`config.mk`:
```
export PLATFORM = sky130hd
export DESIGN_NAME = pscl_strap_latch
export DESIGN_NICKNAME = d
export VERILOG_FILES = /design/src/common/pscl_pkg.sv /design/src/design/pscl_strap_latch.sv
export SDC_FILE = /design/constraint.sdc
export NUM_CORES = 1
export LEC_CHECK = 0
export ABC_CLOCK_PERIOD_IN_PS = 2100
export BUFFER_PORTS_ARGS = -buffer_cell sky130_fd_sc_hd__buf_2
export CAP_MARGIN = 20
export CORE_MARGIN = 3
export CORE_UTILIZATION = 40
export DETAILED_ROUTE_END_ITERATION = 16
export GPL_TIMING_DRIVEN = 0
export PLACE_DENSITY_LB_ADDON = 0.25
export SLEW_MARGIN = 40
export SYNTH_ARGS = -nofsm -noshare
export SYNTH_HDL_FRONTEND = slang
export SYNTH_SLANG_ARGS = --single-unit
```
`constraint.sdc`:
```
create_clock -name clk -period 2.1 [get_ports clk]
set_clock_uncertainty 0.2 [all_clocks]
set_input_delay 0 -clock clk [delete_from_list [all_inputs] [get_ports clk]]
set_output_delay 0 -clock clk [all_outputs]
set_load 0.005 [all_outputs]
```
`src/common/pscl_pkg.sv`:
```
// Constants and types for the strap configuration latch
package pscl_pkg;
  // Multilevel strap levels, first to fourth
  typedef enum logic [1:0] {
    LVL_FIRST = 2'h0,
    LVL_SECOND = 2'h1,
    LVL_THIRD = 2'h2,
    LVL_FOURTH = 2'h3
  } pscl_level_t;
  // MAC interface selections
  typedef enum logic [1:0] {
    MACIF_RGMII_BOTH = 2'h0,
    MACIF_RGMII_RXC = 2'h1,
    MACIF_MII = 2'h2,
    MACIF_RMII = 2'h3
  } pscl_macif_t;
  // Sensed-level comparator taps: above 0.1, 0.5, 0.9 of the pin supply
  localparam int SENSE_TAPS = 3;
  localparam int TAP_SECOND = 0;
  localparam int TAP_THIRD = 1;
  localparam int TAP_FOURTH = 2;
  localparam int PICK0_BIT = 0;
  localparam int PICK1_BIT = 1;
  // Internal RGMII clock delay in picoseconds
  localparam int RGMII_DELAY_PS = 2000;
  // Reference clock rates in MHz
  localparam int REFCLK_RMII_MHZ = 50;
  localparam int REFCLK_OTHER_MHZ = 25;
  // Reset values
  localparam logic [1:0] MACIF_RST = 2'h0;
  localparam logic [1:0] LEVEL_RST = 2'h0;
endpackage : pscl_pkg

```
`src/design/pscl_strap_latch.sv`:
```
// Strap capture at reset release and MAC interface / power-down control
//
// Function
// - Every strap is sampled when reset is released and held as the power-on setting.
// - A multilevel strap resolves to one of four levels, first to fourth by sensed voltage.
// - Above 0.1 of supply gives level two, above 0.5 level three, above 0.9 level four.
// - A two-level strap resolves only to the lowest or highest level.
// - The MAC interface comes from two two-level select straps that default low.
// - Selects low-low RGMII both delays, low-high RGMII rx delay, high-low MII, high-high RMII.
// - RMII can only be chosen by straps and never by software.
// - RMII uses a 50 MHz reference clock while MII and RGMII use 25 MHz.
// - In managed use the device enters power-down after reset and is configured only there.
// - MII and RMII carry 10 and 100 Mbps only, RGMII also carries gigabit.
// - Unmanaged, the device runs from latched straps and brings up the link unless strapped or software-set to power down.
// - With a synchronous phase-fixed reference clock in MII the interface FIFO is bypassed.
`timescale 1ns/1ps
module pscl_strap_latch
  import pscl_pkg::*;
(
  input wire logic clk,
  input wire logic sys_rst,
  // Thermometer comparator outputs per multilevel strap: bit i = above tap i
  input wire logic [pscl_pkg::SENSE_TAPS-1:0] speedStrapLoSense,
  input wire logic [pscl_pkg::SENSE_TAPS-1:0] speedStrapHiSense,
  input wire logic [pscl_pkg::SENSE_TAPS-1:0] pwrDnStrapSense,
  input wire logic macIfPick0,
  input wire logic macIfPick1,
  input wire logic managedMode,
  input wire logic clkInPhaseLocked,
  input wire logic swCfgValid,
  input wire logic [1:0] swMacIf,
  input wire logic swPowerDown,
  input wire logic swPowerDownSet,
  input wire logic linkCableDetect,
  output logic [1:0] speedLevelLo,
  output logic [1:0] speedLevelHi,
  output logic [1:0] pwrDnLevel,
  output logic [1:0] macIfSel,
  output logic rgmiiTxDelayEn,
  output logic rgmiiRxDelayEn,
  output logic refClk50Sel,
  output logic gigAllowed,
  output logic fifoBypass,
  output logic powerDown,
  output logic mgmtReady,
  output logic swCfgReject,
  output logic linkUpEnable
);
  import pscl_pkg::*;

  // Multilevel straps, one decode and latch slice each
  localparam int ML_STRAPS = 3;
  localparam int ML_LO = 0;
  localparam int ML_HI = 1;
  localparam int ML_PD = 2;

  // Reset phase: exactly one capture edge, then run until the next reset
  typedef enum logic [1:0] {
    PH_CAPTURE = 2'b01,
    PH_RUN = 2'b10
  } pscl_phase_t;

  // Highest tap crossed wins; a non-monotone comparator word still decodes sanely
  function automatic logic [1:0] decode_level(input logic [SENSE_TAPS-1:0] s);
    if (s[TAP_FOURTH]) begin
      decode_level = LVL_FOURTH;
    end else if (s[TAP_THIRD]) begin
      decode_level = LVL_THIRD;
    end else if (s[TAP_SECOND]) begin
      decode_level = LVL_SECOND;
    end else begin
      decode_level = LVL_FIRST;
    end
  endfunction : decode_level

  // Both RGMII flavours; shared by the delay and speed decodes
  function automatic logic is_rgmii(input logic [1:0] m);
    is_rgmii = (m == MACIF_RGMII_BOTH) | (m == MACIF_RGMII_RXC);
  endfunction : is_rgmii

  function automatic logic is_rmii(input logic [1:0] m);
    is_rmii = (m == MACIF_RMII);
  endfunction : is_rmii

  pscl_phase_t phase_r;
  pscl_phase_t phase_nxt;
  logic [1:0] macIfSel_r;
  logic [1:0] macIfSel_nxt;
  logic powerDown_r;
  logic powerDown_nxt;
  logic swCfgReject_r;
  logic swCfgReject_nxt;

  wire logic capture = (phase_r == PH_CAPTURE);
  wire logic running = (phase_r == PH_RUN);

  // Once running, only a reset returns to capture
  always_comb begin
    phase_nxt = phase_r;
    unique case (phase_r)
      PH_CAPTURE: begin
        phase_nxt = PH_RUN;
      end
      PH_RUN: begin
        phase_nxt = PH_RUN;
      end
      default: begin
        // A corrupted code recaptures rather than running on stale straps
        phase_nxt = PH_CAPTURE;
      end
    endcase
  end

  always_ff @(posedge clk or posedge sys_rst) begin
    if (sys_rst) begin
      phase_r <= PH_CAPTURE;
    end else begin
      phase_r <= phase_nxt;
    end
  end

  // Latches close after the capture edge, so later traffic on shared pins is ignored
  genvar g;
  generate
    for (g = 0; g < ML_STRAPS; g++) begin : gen_ml
      wire logic [SENSE_TAPS-1:0] sense = (g == ML_LO) ? speedStrapLoSense :
                                          (g == ML_HI) ? speedStrapHiSense :
                                          pwrDnStrapSense;
      wire logic [1:0] levelNow = decode_level(sense);
      logic [1:0] level_r;
      always_ff @(posedge clk or posedge sys_rst) begin
        if (sys_rst) begin
          level_r <= LEVEL_RST;
        end else if (capture) begin
          level_r <= levelNow;
        end
      end
    end
  endgenerate

  // Two-level straps map to the lowest or highest level only
  wire logic [1:0] strapMacIf = {macIfPick0, macIfPick1};
  wire logic swWantsRmii = is_rmii(swMacIf);
  wire logic swCfgTry = swCfgValid & running;
  wire logic swCfgOk = swCfgTry & powerDown_r & managedMode & ~swWantsRmii;
  wire logic curRmii = is_rmii(macIfSel_r);
  // RMII needs the faster reference clock, which software cannot provide
  wire logic swCfgAccept = swCfgOk & ~curRmii;
  // Any strap level above the first asks for power-down
  wire logic strapPwrDn = (gen_ml[ML_PD].levelNow != LVL_FIRST);

  // Software may only move between non-RMII modes, and an RMII strap stays locked
  assign macIfSel_nxt = capture ? strapMacIf :
                        swCfgAccept ? swMacIf : macIfSel_r;

  // Managed parts come up powered down; set wins over a same-cycle clear
  assign powerDown_nxt = capture ? (managedMode | strapPwrDn) :
                         swPowerDownSet ? 1'b1 :
                         (managedMode && running) ? swPowerDown : powerDown_r;

  assign swCfgReject_nxt = swCfgTry & ~swCfgAccept;

  always_ff @(posedge clk or posedge sys_rst) begin
    if (sys_rst) begin
      macIfSel_r <= MACIF_RST;
    end else begin
      macIfSel_r <= macIfSel_nxt;
    end
  end

  always_ff @(posedge clk or posedge sys_rst) begin
    if (sys_rst) begin
      powerDown_r <= 1'b1;
    end else begin
      powerDown_r <= powerDown_nxt;
    end
  end

  always_ff @(posedge clk or posedge sys_rst) begin
    if (sys_rst) begin
      swCfgReject_r <= 1'b0;
    end else begin
      swCfgReject_r <= swCfgReject_nxt;
    end
  end

  assign speedLevelLo = gen_ml[ML_LO].level_r;
  assign speedLevelHi = gen_ml[ML_HI].level_r;
  assign pwrDnLevel = gen_ml[ML_PD].level_r;
  assign macIfSel = macIfSel_r;
  assign powerDown = powerDown_r;
  assign swCfgReject = swCfgReject_r;

  // Interface side effects all follow the registered selection
  assign rgmiiTxDelayEn = (macIfSel_r == MACIF_RGMII_BOTH);
  assign rgmiiRxDelayEn = is_rgmii(macIfSel_r);
  assign refClk50Sel = curRmii;
  assign gigAllowed = is_rgmii(macIfSel_r);

  // Bypass only when the phase lock is real; a drifting clock would corrupt data
  assign fifoBypass = (macIfSel_r == MACIF_MII) & clkInPhaseLocked;

  // Management waits one edge so the RMII strap is already in force
  assign mgmtReady = running;

  // Unmanaged parts bring the link up from straps unless strapped or software-set to power down
  assign linkUpEnable = running & ~powerDown_r & linkCableDetect;
endmodule : pscl_strap_latch

```
# After elaboration in Yosys (flattened, before gate mapping)
# Index checks and enable logic that the tools add are counted.
[word_totals] memories=0 out_inout_bits=17 input_bits=21 ram_bits=0 elab_cells=49 latchBits=0 register_bits=12 romBits=0
[classes] n_shift=0 bitwise=15 eq_ne=6 order_cmp=0 muxes=15 add_sub_neg=0 mul=0 div=0 n_reduce_logical=6
[ops] cell="$mux W2" count=9
[ops] cell="$and A1 B1 Y1" count=9
[ops] cell="$eq A2 B2 Y1 const B" count=4
[ops] cell="$mux W1" count=6
[ops] cell="$eq A2 B1 Y1 const B" count=2
[ops] cell="$not A1 Y1" count=4
[ops] cell="$reduce_bool A2 Y1" count=2
[ops] cell="$reduce_bool A3 Y1" count=1
[ops] cell="$logic_not A2 Y1" count=1
[ops] cell="$or A1 B1 Y1" count=2
[ops] cell="$reduce_or A2 Y1" count=1
[ops] cell="$logic_and A1 B1 Y1" count=1

# Depth between registers and ports, before layout
# Gate-level depths: netlist of run 1.
[logic_depth] word_depth=8 ltp_mapped=6 depth_no_buf=5

# Worst setup path before layout of run 1
# Ideal clock, no wire load.
[synth_path] path_kind="register to register" from="register phase_r[0]" to="register gen_ml[1].level_r[1] (netlist: speedLevelHi[1])" setup_time_ns=0.077 arrival_time_ns=1.250 t_required_ns=1.823 path_slack_ns=0.573 synth_period_minus_slack_ns=1.527 path_stages_with_launch=6 path_buffers=2 cell_sequence="dfstp_2 ha_1 buf_2 buf_1 nor2_1 a21oi_1"
[synth_between] elab_chain_len=1
[synth_lines] item="from (decl)" line_no="pscl_strap_latch.sv:85" source="pscl_phase_t phase_r;"
[synth_lines] item="from (signal assigned)" line_no="pscl_strap_latch.sv:118" source="phase_r <= phase_nxt;"
[synth_lines] item="$eq A2 B1 Y1" line_no="pscl_strap_latch.sv:94" source="wire logic capture = (phase_r == PH_CAPTURE);"
[synth_lines] item="to (signal assigned)" line_no="pscl_strap_latch.sv:135" source="level_r <= levelNow;"
[synth_lines] item="to (decl)" line_no="pscl_strap_latch.sv:130" source="logic [1:0] level_r;"
# Every way passes these cells.
# A chain may end at the register's enable or synchronous reset.

# Final worst setup path of run 1
[layout_path] from="register powerDown_r (netlist: powerDown)" to="register swCfgReject_r (netlist: swCfgReject)"
[layout_between] elab_chain_len=6
[layout_lines] item="from (decl)" line_no="pscl_strap_latch.sv:89" source="logic powerDown_r;"
[layout_lines] item="from (signal assigned)" line_no="pscl_strap_latch.sv:175" source="powerDown_r <= powerDown_nxt;"
[layout_lines] item="$and A1 B1 Y1 (3 in series)" line_no="pscl_strap_latch.sv:145" source="wire logic swCfgOk = swCfgTry & powerDown_r & managedMode & ~swWantsRmii;"
[layout_lines] item="$and A1 B1 Y1" line_no="pscl_strap_latch.sv:148" source="wire logic swCfgAccept = swCfgOk & ~curRmii;"
[layout_lines] item="$not A1 Y1" line_no="pscl_strap_latch.sv:161" source="assign swCfgReject_nxt = swCfgTry & ~swCfgAccept;"
[layout_lines] item="$and A1 B1 Y1" line_no="pscl_strap_latch.sv:161"
[layout_lines] item="named net swCfgReject_nxt" line_no="pscl_strap_latch.sv:92" source="logic swCfgReject_nxt;"
[layout_lines] item="to (signal assigned)" line_no="pscl_strap_latch.sv:183" source="swCfgReject_r <= swCfgReject_nxt;"
[layout_lines] item="to (decl)" line_no="pscl_strap_latch.sv:91" source="logic swCfgReject_r;"
# The timed path passes the listed nets, and every way through them passes these cells.

==> run_results.csv, run 1 <==
group,metric,value,unit
status,run_status,"finished clean",
power,combPwrFrac,0.355,
worst_setup_path,critPathKind,"reg2reg",
power,p_sw_frac,0.298,
detailed_routing,vias,727,
die,pin_count,38,
sta,hold_viol,0,
cts,root_buffer,"clkbuf_4",
sta,finalMaxSlewViolations,0,
synth,ys_ff_latch,12,
power,vdd_drop_max,0.505,mV
power,fin_total_pwr,0.738,mW
cts,cts-buffers-inserted,3,
cts,clock_path_buffers,2,
placement,gp_congestion,0.721,
sta,fin_tns_setup,0,ns
power,p_leak,0.564,nW
power,seqPwrFrac,0.391,
sta,max_freq,508,MHz
sta,fin_ws,0.132,ns
synth,synth_fp_nets,90,
worst_setup_path,required,2.07,ns
global_routing,grt_busiest_layer,"met2",
sta,timing.final.crit_share,0.937,
sta,worstMarginPinSlew,0.471,ns
cts,clk_latency,0.28,ns
detailed_routing,drt_wl_total,1880,µm
cts,cts_tree,"done",
worst_setup_path,crit_slowest_cell,"dfstp_2",
run,drv_cap,0,
finish,syn_to_final_growth,77.7,%
placement,io_buffer_count,37,
detailed_routing,drc,0,
worst_setup_path,path_cells,"a21bo_4, a211oi_1, nor2_1, dlygate4sd3_1",
sta,grt_setup_unrepaired,"false",
power,powerDensity,686,nW/µm²
detailed_routing,avgRoutedWirePerCell,12.9,µm
die,die_area,2020,µm²
global_routing,grt.met3_usage,0.0757,
die,die_y,44.9,µm
worst_hold_path,hp-class,"in2reg",
finish,final_nets,155,
global_routing,grt_pass1_wl,2930,µm
synth,yosysUniqueCellTypes,21,
worst_setup_path,startpoint,"powerDown",
sta,relSlewSlack,0.686,
synth,netlist_area,606,µm²
die,dieWidth,44.9,µm
finish,drive_gt1_frac,0.366,
cts,cts.sinks,12,
worst_setup_path,worst-path-max-fanout,5,
power,p_clk_frac,0.254,
worst_setup_path,r2r-start,"powerDown",
synth,avgSynthCellArea,9.04,µm²
worst_setup_path,start_kind,"flip-flop",
detailed_routing,dr.pass1.iters,4,
die,row_count,13,
sta,finalCriticalPeriod,1.97,ns
placement,dp_hpwl,1190,µm
synth,synth_edf_count,0,
cts,clk_pin_slew_worst_paths,0.08,ns
detailed_routing,drt-initial-drc-count,17,
finish,layout_commonest_cell,"buf_2",
global_routing,grt_max_degree,13,
worst_setup_path,end_kind,"flip-flop",
global_routing,grt_pass1_vias,686,
finish,mostFrequentLayoutCells,"buf_2, dlygate4sd3_1, nor2_1",
sta,holdWs,0.0345,ns
global_routing,grt_usage,0.206,
cts,post_cts_buffers,0,
power,intPower,0.518,mW
synth,ys_seq_area_frac,0.500,
detailed_routing,antenna_left,0,
finish,num_antenna_cells,0,
cts,htree_levels,1,
power,p_switching,0.220,mW
synth,synthArstFlopShare,1.00,
sta,finalSetupViolCount,0,
synth,ys.flop_type,"dfrtp_1",
global_routing,use_met1,0.195,
worst_setup_path,cp.arrival,1.94,ns
worst_setup_path,slowest_delay,0.56,ns
global_routing,use_met2,0.395,
die,initial_core_util,0.443,
global_routing,antenna_found_initial,0,
finish,n_fill_cell,103,
synth,synthCells,67,
detailed_routing,viasPerCell,4.98,
worst_hold_path,hp-start,"managedMode",
die,design.core.area,1370,µm²
placement,place_ws,0.399,ns
global_routing,grt-ovfl-total,0,
synth,ys_warn_count,0,
==> power groups by stage <==
stage | combinational [mW] | clock (mW) | sequential [mW]
after CTS | 0.260 | 0.190 | 0.289
final | 0.262 | 0.188 | 0.288
after detailed placement | 0.225 | 0 | 0.294
after floorplan | 0.115 | 0 | 0.294
after global routing | 0.290 | 0.206 | 0.293
after global placement | 0.215 | 0 | 0.291
==> synth_stat cells, drive strengths merged (2+ instances only) <==
master,count,area [µm²]
dfstp,2,52.6
o31ai,2,15.0
nand2,3,11.3
a21oi,9,45.0
o31a,2,17.5
inv,10,37.5
dfrtp,10,250
a211oi,2,15.0
nor3,2,10.0
buf,3,16.3
nor2,13,48.8
ha,2,25.0
==> repair_timing <==
action / CTS / global route
hold endpoints to repair: 22 / 0
gates resized for setup: 0 / 0
hold buffers: 23 / 0
==> worst paths after layout <==
check	endpoint	cells after the start	slack, ns
min reg2reg	pwrDnLevel[1]	2	0.33
max	swCfgReject	4	0.13
min	powerDown	4	0.03
max reg2reg	swCfgReject	4	0.13
max in group asynchronous	phase_r[0]	3	1.28
min in group asynchronous	speedLevelHi[1]	3	0.07
==> critical path, delay by kind of cell (launching register included) <==
| family | cells | cell delay [ns] |
|---|---|---|
| AOI/OAI and AO/OA | 2 | 0.50 |
| buffers and inverters | 1 | 0.55 |
| DFF | 1 | 0.56 |
| and+or+nand+nor | 1 | 0.06 |
==> kinds of logic (layout without fill, tap and decap cells) <==
logic type / Yosys count / count (layout) / share of synthesized area
simple gates: 21 / 21 / 0.151
compound gates: 19 / 19 / 0.219
buf+inv: 13 / 77 / 0.0888
flops: 12 / 12 / 0.500
fa+ha+maj: 2 / 2 / 0.0413
==> state kept, by name, summed over array words and instances (netlist names) <==
register	flops
macIfSel	2
pwrDnLevel	2
speedLevelHi	2
powerDown	1
speedLevelLo	2
swCfgReject	1
phase_r	2
==> final cells by class <==
class                           count  area (µm²)  area share
Buffer                              3        16.3      0.0151
Clock buffer                        4        36.3      0.0337
Inverter                           10        37.5      0.0349
Multi-Input combinational cell     42         249       0.231
Sequential cell                    12         303       0.281
Tap cell                           15        18.8      0.0174
Timing Repair Buffer               60         415       0.386
==> metal layers <==
metal,vias to the layer above,wire (µm)
met2,23,1050
met1,351,706
li1,351,-
met4,0,10
met3,2,109
met5,-,0
==> through the flow <==
stage / area, µm² / utilization / std cells
floorplan: 606 / - / 67
global placement: 810 / 0.592 / 119
detailed placement: 810 / 0.592 / 119
CTS: 1080 / 0.788 / 146
global route: 1080 / 0.788 / 146
finish: 1080 / 0.788 / 146
No activity file was read; power rests on OpenSTA's default activity.
==> run 2: changes to the inputs <==
- GPL_TIMING_DRIVEN: 0 -> 1
==> run 2 against run 1 <==
Against the previous run: clock power grew 7%; hold slack lost 0.0025 ns; clock-buffer cell count is the same; first-iteration DRC count decreased by 18%; non-clock buffer count down 2; register-to-register slack got worse by 0.07 ns; critical endpoint is now powerDown; highest routed layer unchanged.
==> run_results.csv, run 2 (same netlist as run 1, synthesis figures left out) <==
group,metric,value,unit
status,run_status,"finished clean",
cts,clk_latency,0.29,ns
detailed_routing,vias,721,
global_routing,grt_usage,0.224,
cts,root_buffer,"clkbuf_4",
sta,max_freq,491,MHz
power,vdd_drop_max,0.442,mV
detailed_routing,drt-initial-drc-count,14,
worst_setup_path,crit_slowest_cell,"dlygate4sd3_1",
worst_setup_path,cp.arrival,2.06,ns
cts,clk_pin_slew_worst_paths,0.09,ns
placement,gp_congestion,0.682,
sta,relSlewSlack,0.685,
die,initial_core_util,0.443,
sta,finalSetupViolCount,0,
cts,cts.sinks,12,
sta,grt_setup_unrepaired,"false",
worst_setup_path,critPathKind,"reg2reg",
cts,clock_path_buffers,2,
worst_setup_path,rrSetupSlack,0.07,ns
detailed_routing,drt_wl_total,1970,µm
placement,placed_area,801,µm²
global_routing,antenna_found_initial,0,
cts,post_cts_buffers,0,
detailed_routing,dr.pass1.iters,4,
die,dieWidth,44.9,µm
finish,drive_gt1_frac,0.372,
global_routing,grt_pass1_vias,709,
worst_setup_path,r2r-end,"powerDown",
sta,hold_viol,0,
run,drv_cap,0,
cts,cts_tree,"done",
die,row_count,13,
finish,syn_to_final_growth,77.1,%
finish,num_antenna_cells,0,
die,design.core.area,1370,µm²
global_routing,grt_max_degree,20,
worst_setup_path,start_kind,"flip-flop",
die,die_area,2020,µm²
detailed_routing,drc,0,
placement,io_buffer_count,37,
sta,finalCriticalPeriod,2.03,ns
worst_setup_path,worst-path-max-fanout,19,
die,die_y,44.9,µm
sta,fin_tns_setup,0,ns
worst_setup_path,required,2.13,ns
sta,finalMaxSlewViolations,0,
detailed_routing,viasPerCell,5.01,
worst_hold_path,hp-start,"managedMode",
worst_setup_path,reg2reg_depth,5,
worst_hold_path,hp-class,"in2reg",
sta,timing.final.crit_share,0.969,
worst_hold_path,min_to,"macIfSel[0]",
sta,worstMarginPinSlew,0.472,ns
global_routing,grt-ovfl-total,0,
worst_hold_path,worstHoldPathCells,4,
power,p_leak,0.559,nW
detailed_routing,antenna_left,0,
cts,htree_levels,1,
detailed_routing,avgRoutedWirePerCell,13.7,µm
worst_setup_path,end_kind,"flip-flop",
finish,final_cell_area,1070,µm²
finish,mostFrequentLayoutCells,"buf_2, dlygate4sd3_1, nor2_1",
finish,layout_commonest_cell,"buf_2",
worst_setup_path,slowest_delay,0.58,ns
cts,cts-buffers-inserted,3,
worst_setup_path,path_cells,"ha_1, buf_4, a211oi_2, dlygate4sd3_1, a21o_2",
die,pin_count,38,
global_routing,grt_pass1_wl,3190,µm
worst_setup_path,r2r-start,"phase_r[0]",
finish,final_nets,153,
placement,dp_hpwl,1040,µm
power,powerDensity,688,nW/µm²
run 2: metrics by stage:
| stage | cells | setup slack [ns] | utilization | power [mW] | hold WS (ns) |
|---|---|---|---|---|---|
| CTS | 144 | 0.115 | 0.781 | 0.727 | 0.00117 |
| floorplan | 67 | 0.573 | - | 0.408 | -0.337 |
| detailed placement | 117 | 0.533 | 0.586 | 0.500 | -0.163 |
| global placement | 117 | 0.561 | 0.586 | 0.495 | -0.169 |
| finish | 144 | 0.0652 | 0.785 | 0.737 | 0.0319 |
| global route | 144 | 0.0152 | 0.785 | 0.777 | 0.0805 |
run 2: how the worst max path moves through the flow:
stage                    start         endpoint  cells after the start
global route        phase_r[0]        powerDown                      5
floorplan           phase_r[0]  speedLevelHi[1]                      5
finish              phase_r[0]        powerDown                      5
CTS                 phase_r[0]        powerDown                      5
detailed placement  phase_r[0]      macIfSel[0]                      5
global placement     powerDown      macIfSel[0]                      3
run 2: cell type report:
| type | instances | area [µm²] |
|---|---|---|
| timing repair buffer | 61 | 423 |
| inverter | 10 | 37.5 |
| clock buffer | 4 | 36.3 |
| fill | 90 | 294 |
| multi-input combinational | 42 | 254 |
| sequential | 12 | 303 |
| tap | 15 | 18.8 |
run 2: power breakdown:
group / total (mW) / internal (mW) / switching, mW
clock: 0.202 / 0.106 / 0.0965
sequential: 0.287 / 0.261 / 0.0267
combinational: 0.248 / 0.142 / 0.106
run 2: repair_timing:
item                                    in CTS  in global routing
endpoints found under the setup margin       0                  1
gates resized for setup                      0                  1
hold endpoints to repair                    22                  0
hold buffers                                23                  0
run 2: worst max-delay path, delay by kind of cell (launching register included):
family	cells	cell delay [ns]
flip-flops	1	0.54
adder cells (fa/ha/maj)	1	0.16
buffers and inverters	2	0.80
AO/OA/AOI/OAI	2	0.28
run 2: layer usage:
metal  vias up  share of wire  track usage
met4         0          0.019        0.105
met2        26           0.54        0.413
met1       345           0.39        0.257
met3         5          0.049       0.0239
li1        345              -            -
met5         -              0            0
==> run 3: changes to the inputs <==
==> constraint.sdc (replaced) <==
create_clock -name clk -period 2.1 [get_ports clk]
set_clock_uncertainty 0.2 [all_clocks]
set_input_delay 0 -clock clk [delete_from_list [all_inputs] [get_ports clk]]
set_output_delay 0 -clock clk [all_outputs]
set_load 0.1 [all_outputs]
==> run 3 against run 2 <==
Against the previous run: register-to-register slack about the same; global-route usage down 4.5 points; total power up 68%; largest power group is now combinational cells; critical endpoint unchanged; first-iteration DRC count up 57%.
==> run_results.csv, run 3 (same netlist as run 1, synthesis figures left out) <==
group,metric,value,unit
sta,finalCriticalPeriod,2.03,ns
worst_setup_path,required,2.12,ns
finish,num_antenna_cells,0,
sta,holdWs,0.0413,ns
placement,gp_congestion,0.769,
power,vdd_drop_max,0.840,mV
power,powerDensity,1140,nW/µm²
sta,hold_viol,0,
cts,clk_latency,0.27,ns
finish,final_nets,153,
cts,root_buffer,"clkbuf_4",
sta,fin_tns_setup,0,ns
die,row_count,13,
worst_setup_path,cp.arrival,2.05,ns
die,pin_count,38,
worst_setup_path,end_kind,"flip-flop",
detailed_routing,dr.pass1.iters,4,
sta,worstMarginPinSlew,0.502,ns
global_routing,antenna_found_initial,0,
finish,drive_gt1_frac,0.411,
die,die_area,2020,µm²
detailed_routing,antenna_left,0,
detailed_routing,viasPerCell,4.98,
finish,syn_to_final_growth,78.9,%
worst_setup_path,start_kind,"flip-flop",
global_routing,grt_pass1_vias,659,
sta,relSlewSlack,0.667,
cts,cts.sinks,12,
finish,n_fill_cell,91,
placement,dp_hpwl,1110,µm
status,run_status,"finished clean",
worst_setup_path,worst-path-max-fanout,6,
placement,io_buffer_count,37,
cts,clock_path_buffers,2,
finish,multi_input_area,270,µm²
global_routing,use_met2,0.332,
detailed_routing,vias,717,
detailed_routing,avgRoutedWirePerCell,12.5,µm
global_routing,use_met1,0.191,
power,fin_total_pwr,1.24,mW
die,design.core.area,1370,µm²
finish,regArea,304,µm²
cts,cts_tree,"done",
die,die_y,44.9,µm
detailed_routing,drt-initial-drc-count,22,
power,p_leak,0.544,nW
global_routing,grt_pass1_wl,2610,µm
cts,cts-buffers-inserted,3,
worst_hold_path,hp-class,"in2reg",
cts,clk_pin_slew_worst_paths,0.07,ns
sta,max_freq,493,MHz
global_routing,grt_max_degree,13,
global_routing,grt.met3_usage,0.0319,
global_routing,grt_usage,0.180,
finish,mostFrequentLayoutCells,"buf_2, dlygate4sd3_1, nor2_1",
detailed_routing,drc,0,
finish,final_core_util,0.793,
sta,timing.final.crit_share,0.966,
global_routing,grt-ovfl-total,0,
sta,finalMaxSlewViolations,0,
die,initial_core_util,0.443,
cts,htree_levels,1,
finish,layout_commonest_cell,"buf_2",
detailed_routing,drt_wl_total,1790,µm
sta,finalSetupViolCount,0,
global_routing,grt_busiest_layer,"met2",
sta,grt_setup_unrepaired,"false",
cts,post_cts_buffers,0,
die,dieWidth,44.9,µm
worst_setup_path,critPathKind,"reg2reg",
run,drv_cap,0,
==> run 3: cell types whose count changed in the layout (fill, tap and decap cells not counted), sizes merged <==
cell	delta
inv	-1
clkinvlp	+1
==> run 3: power breakdown <==
group / total, mW / internal [mW] / leakage, nW / switching, mW
combinational: 0.794 / 0.152 / 0.401 / 0.642
sequential: 0.297 / 0.263 / 0.128 / 0.0347
clock: 0.148 / 0.0735 / 0.0150 / 0.0743
total: 1.24 / 0.488 / 0.544 / 0.751
==> run 3: worst paths after layout <==
| path | startpoint | endpoint | slack [ns] | cells after the start |
|---|---|---|---|---|
| max | phase_r[0] | powerDown | 0.07 | 5 |
| min | managedMode | powerDown | 0.04 | 4 |
| max reg2reg | phase_r[0] | powerDown | 0.07 | 5 |
| min reg2reg | speedLevelHi[0] | speedLevelHi[0] | 0.33 | 2 |
| max in group asynchronous | sys_rst | macIfSel[1] | 1.27 | 3 |
| min in group asynchronous | sys_rst | speedLevelLo[1] | 0.08 | 3 |
==> run 3: critical path, cell delays in order (launching register included) <==
cell and delay (ns):
dfstp_2 0.54, inv_1 0.04, ha_2 0.22, a211oi_1 0.25
dlygate4sd3_1 0.60, a21o_2 0.12
==> run 3: metrics by stage <==
stage | std cells | area [µm²] | setup WS (ns)
3_5_place_dp | 117 | 818 | 0.512
2_1_floorplan | 67 | 623 | -0.150
4_1_cts | 145 | 1080 | 0.0430
6_report | 144 | 1080 | 0.0719
3_3_place_gp | 117 | 818 | 0.562
5_1_grt | 144 | 1080 | 0.0107
==> run 3: repair_timing <==
action,CTS,global route
setup endpoints to repair,0,1
hold endpoints to repair,22,0
hold buffers,24,0
resized for setup,0,2
==> run 3: area by class of cell <==
cell class | instances | share of cell area
inverters | 10 | 0.0381
flip-flops and latches | 12 | 0.281
multi-input cells | 42 | 0.249
well taps | 15 | 0.0173
repair buffers | 61 | 0.390
clock buffers | 4 | 0.0242
==> run 3: layer usage <==
layer	up-vias	share of wire
met4	0	0.013
met2	34	0.54
li1	351	-
met1	328	0.38
met5	-	0
met3	4	0.065
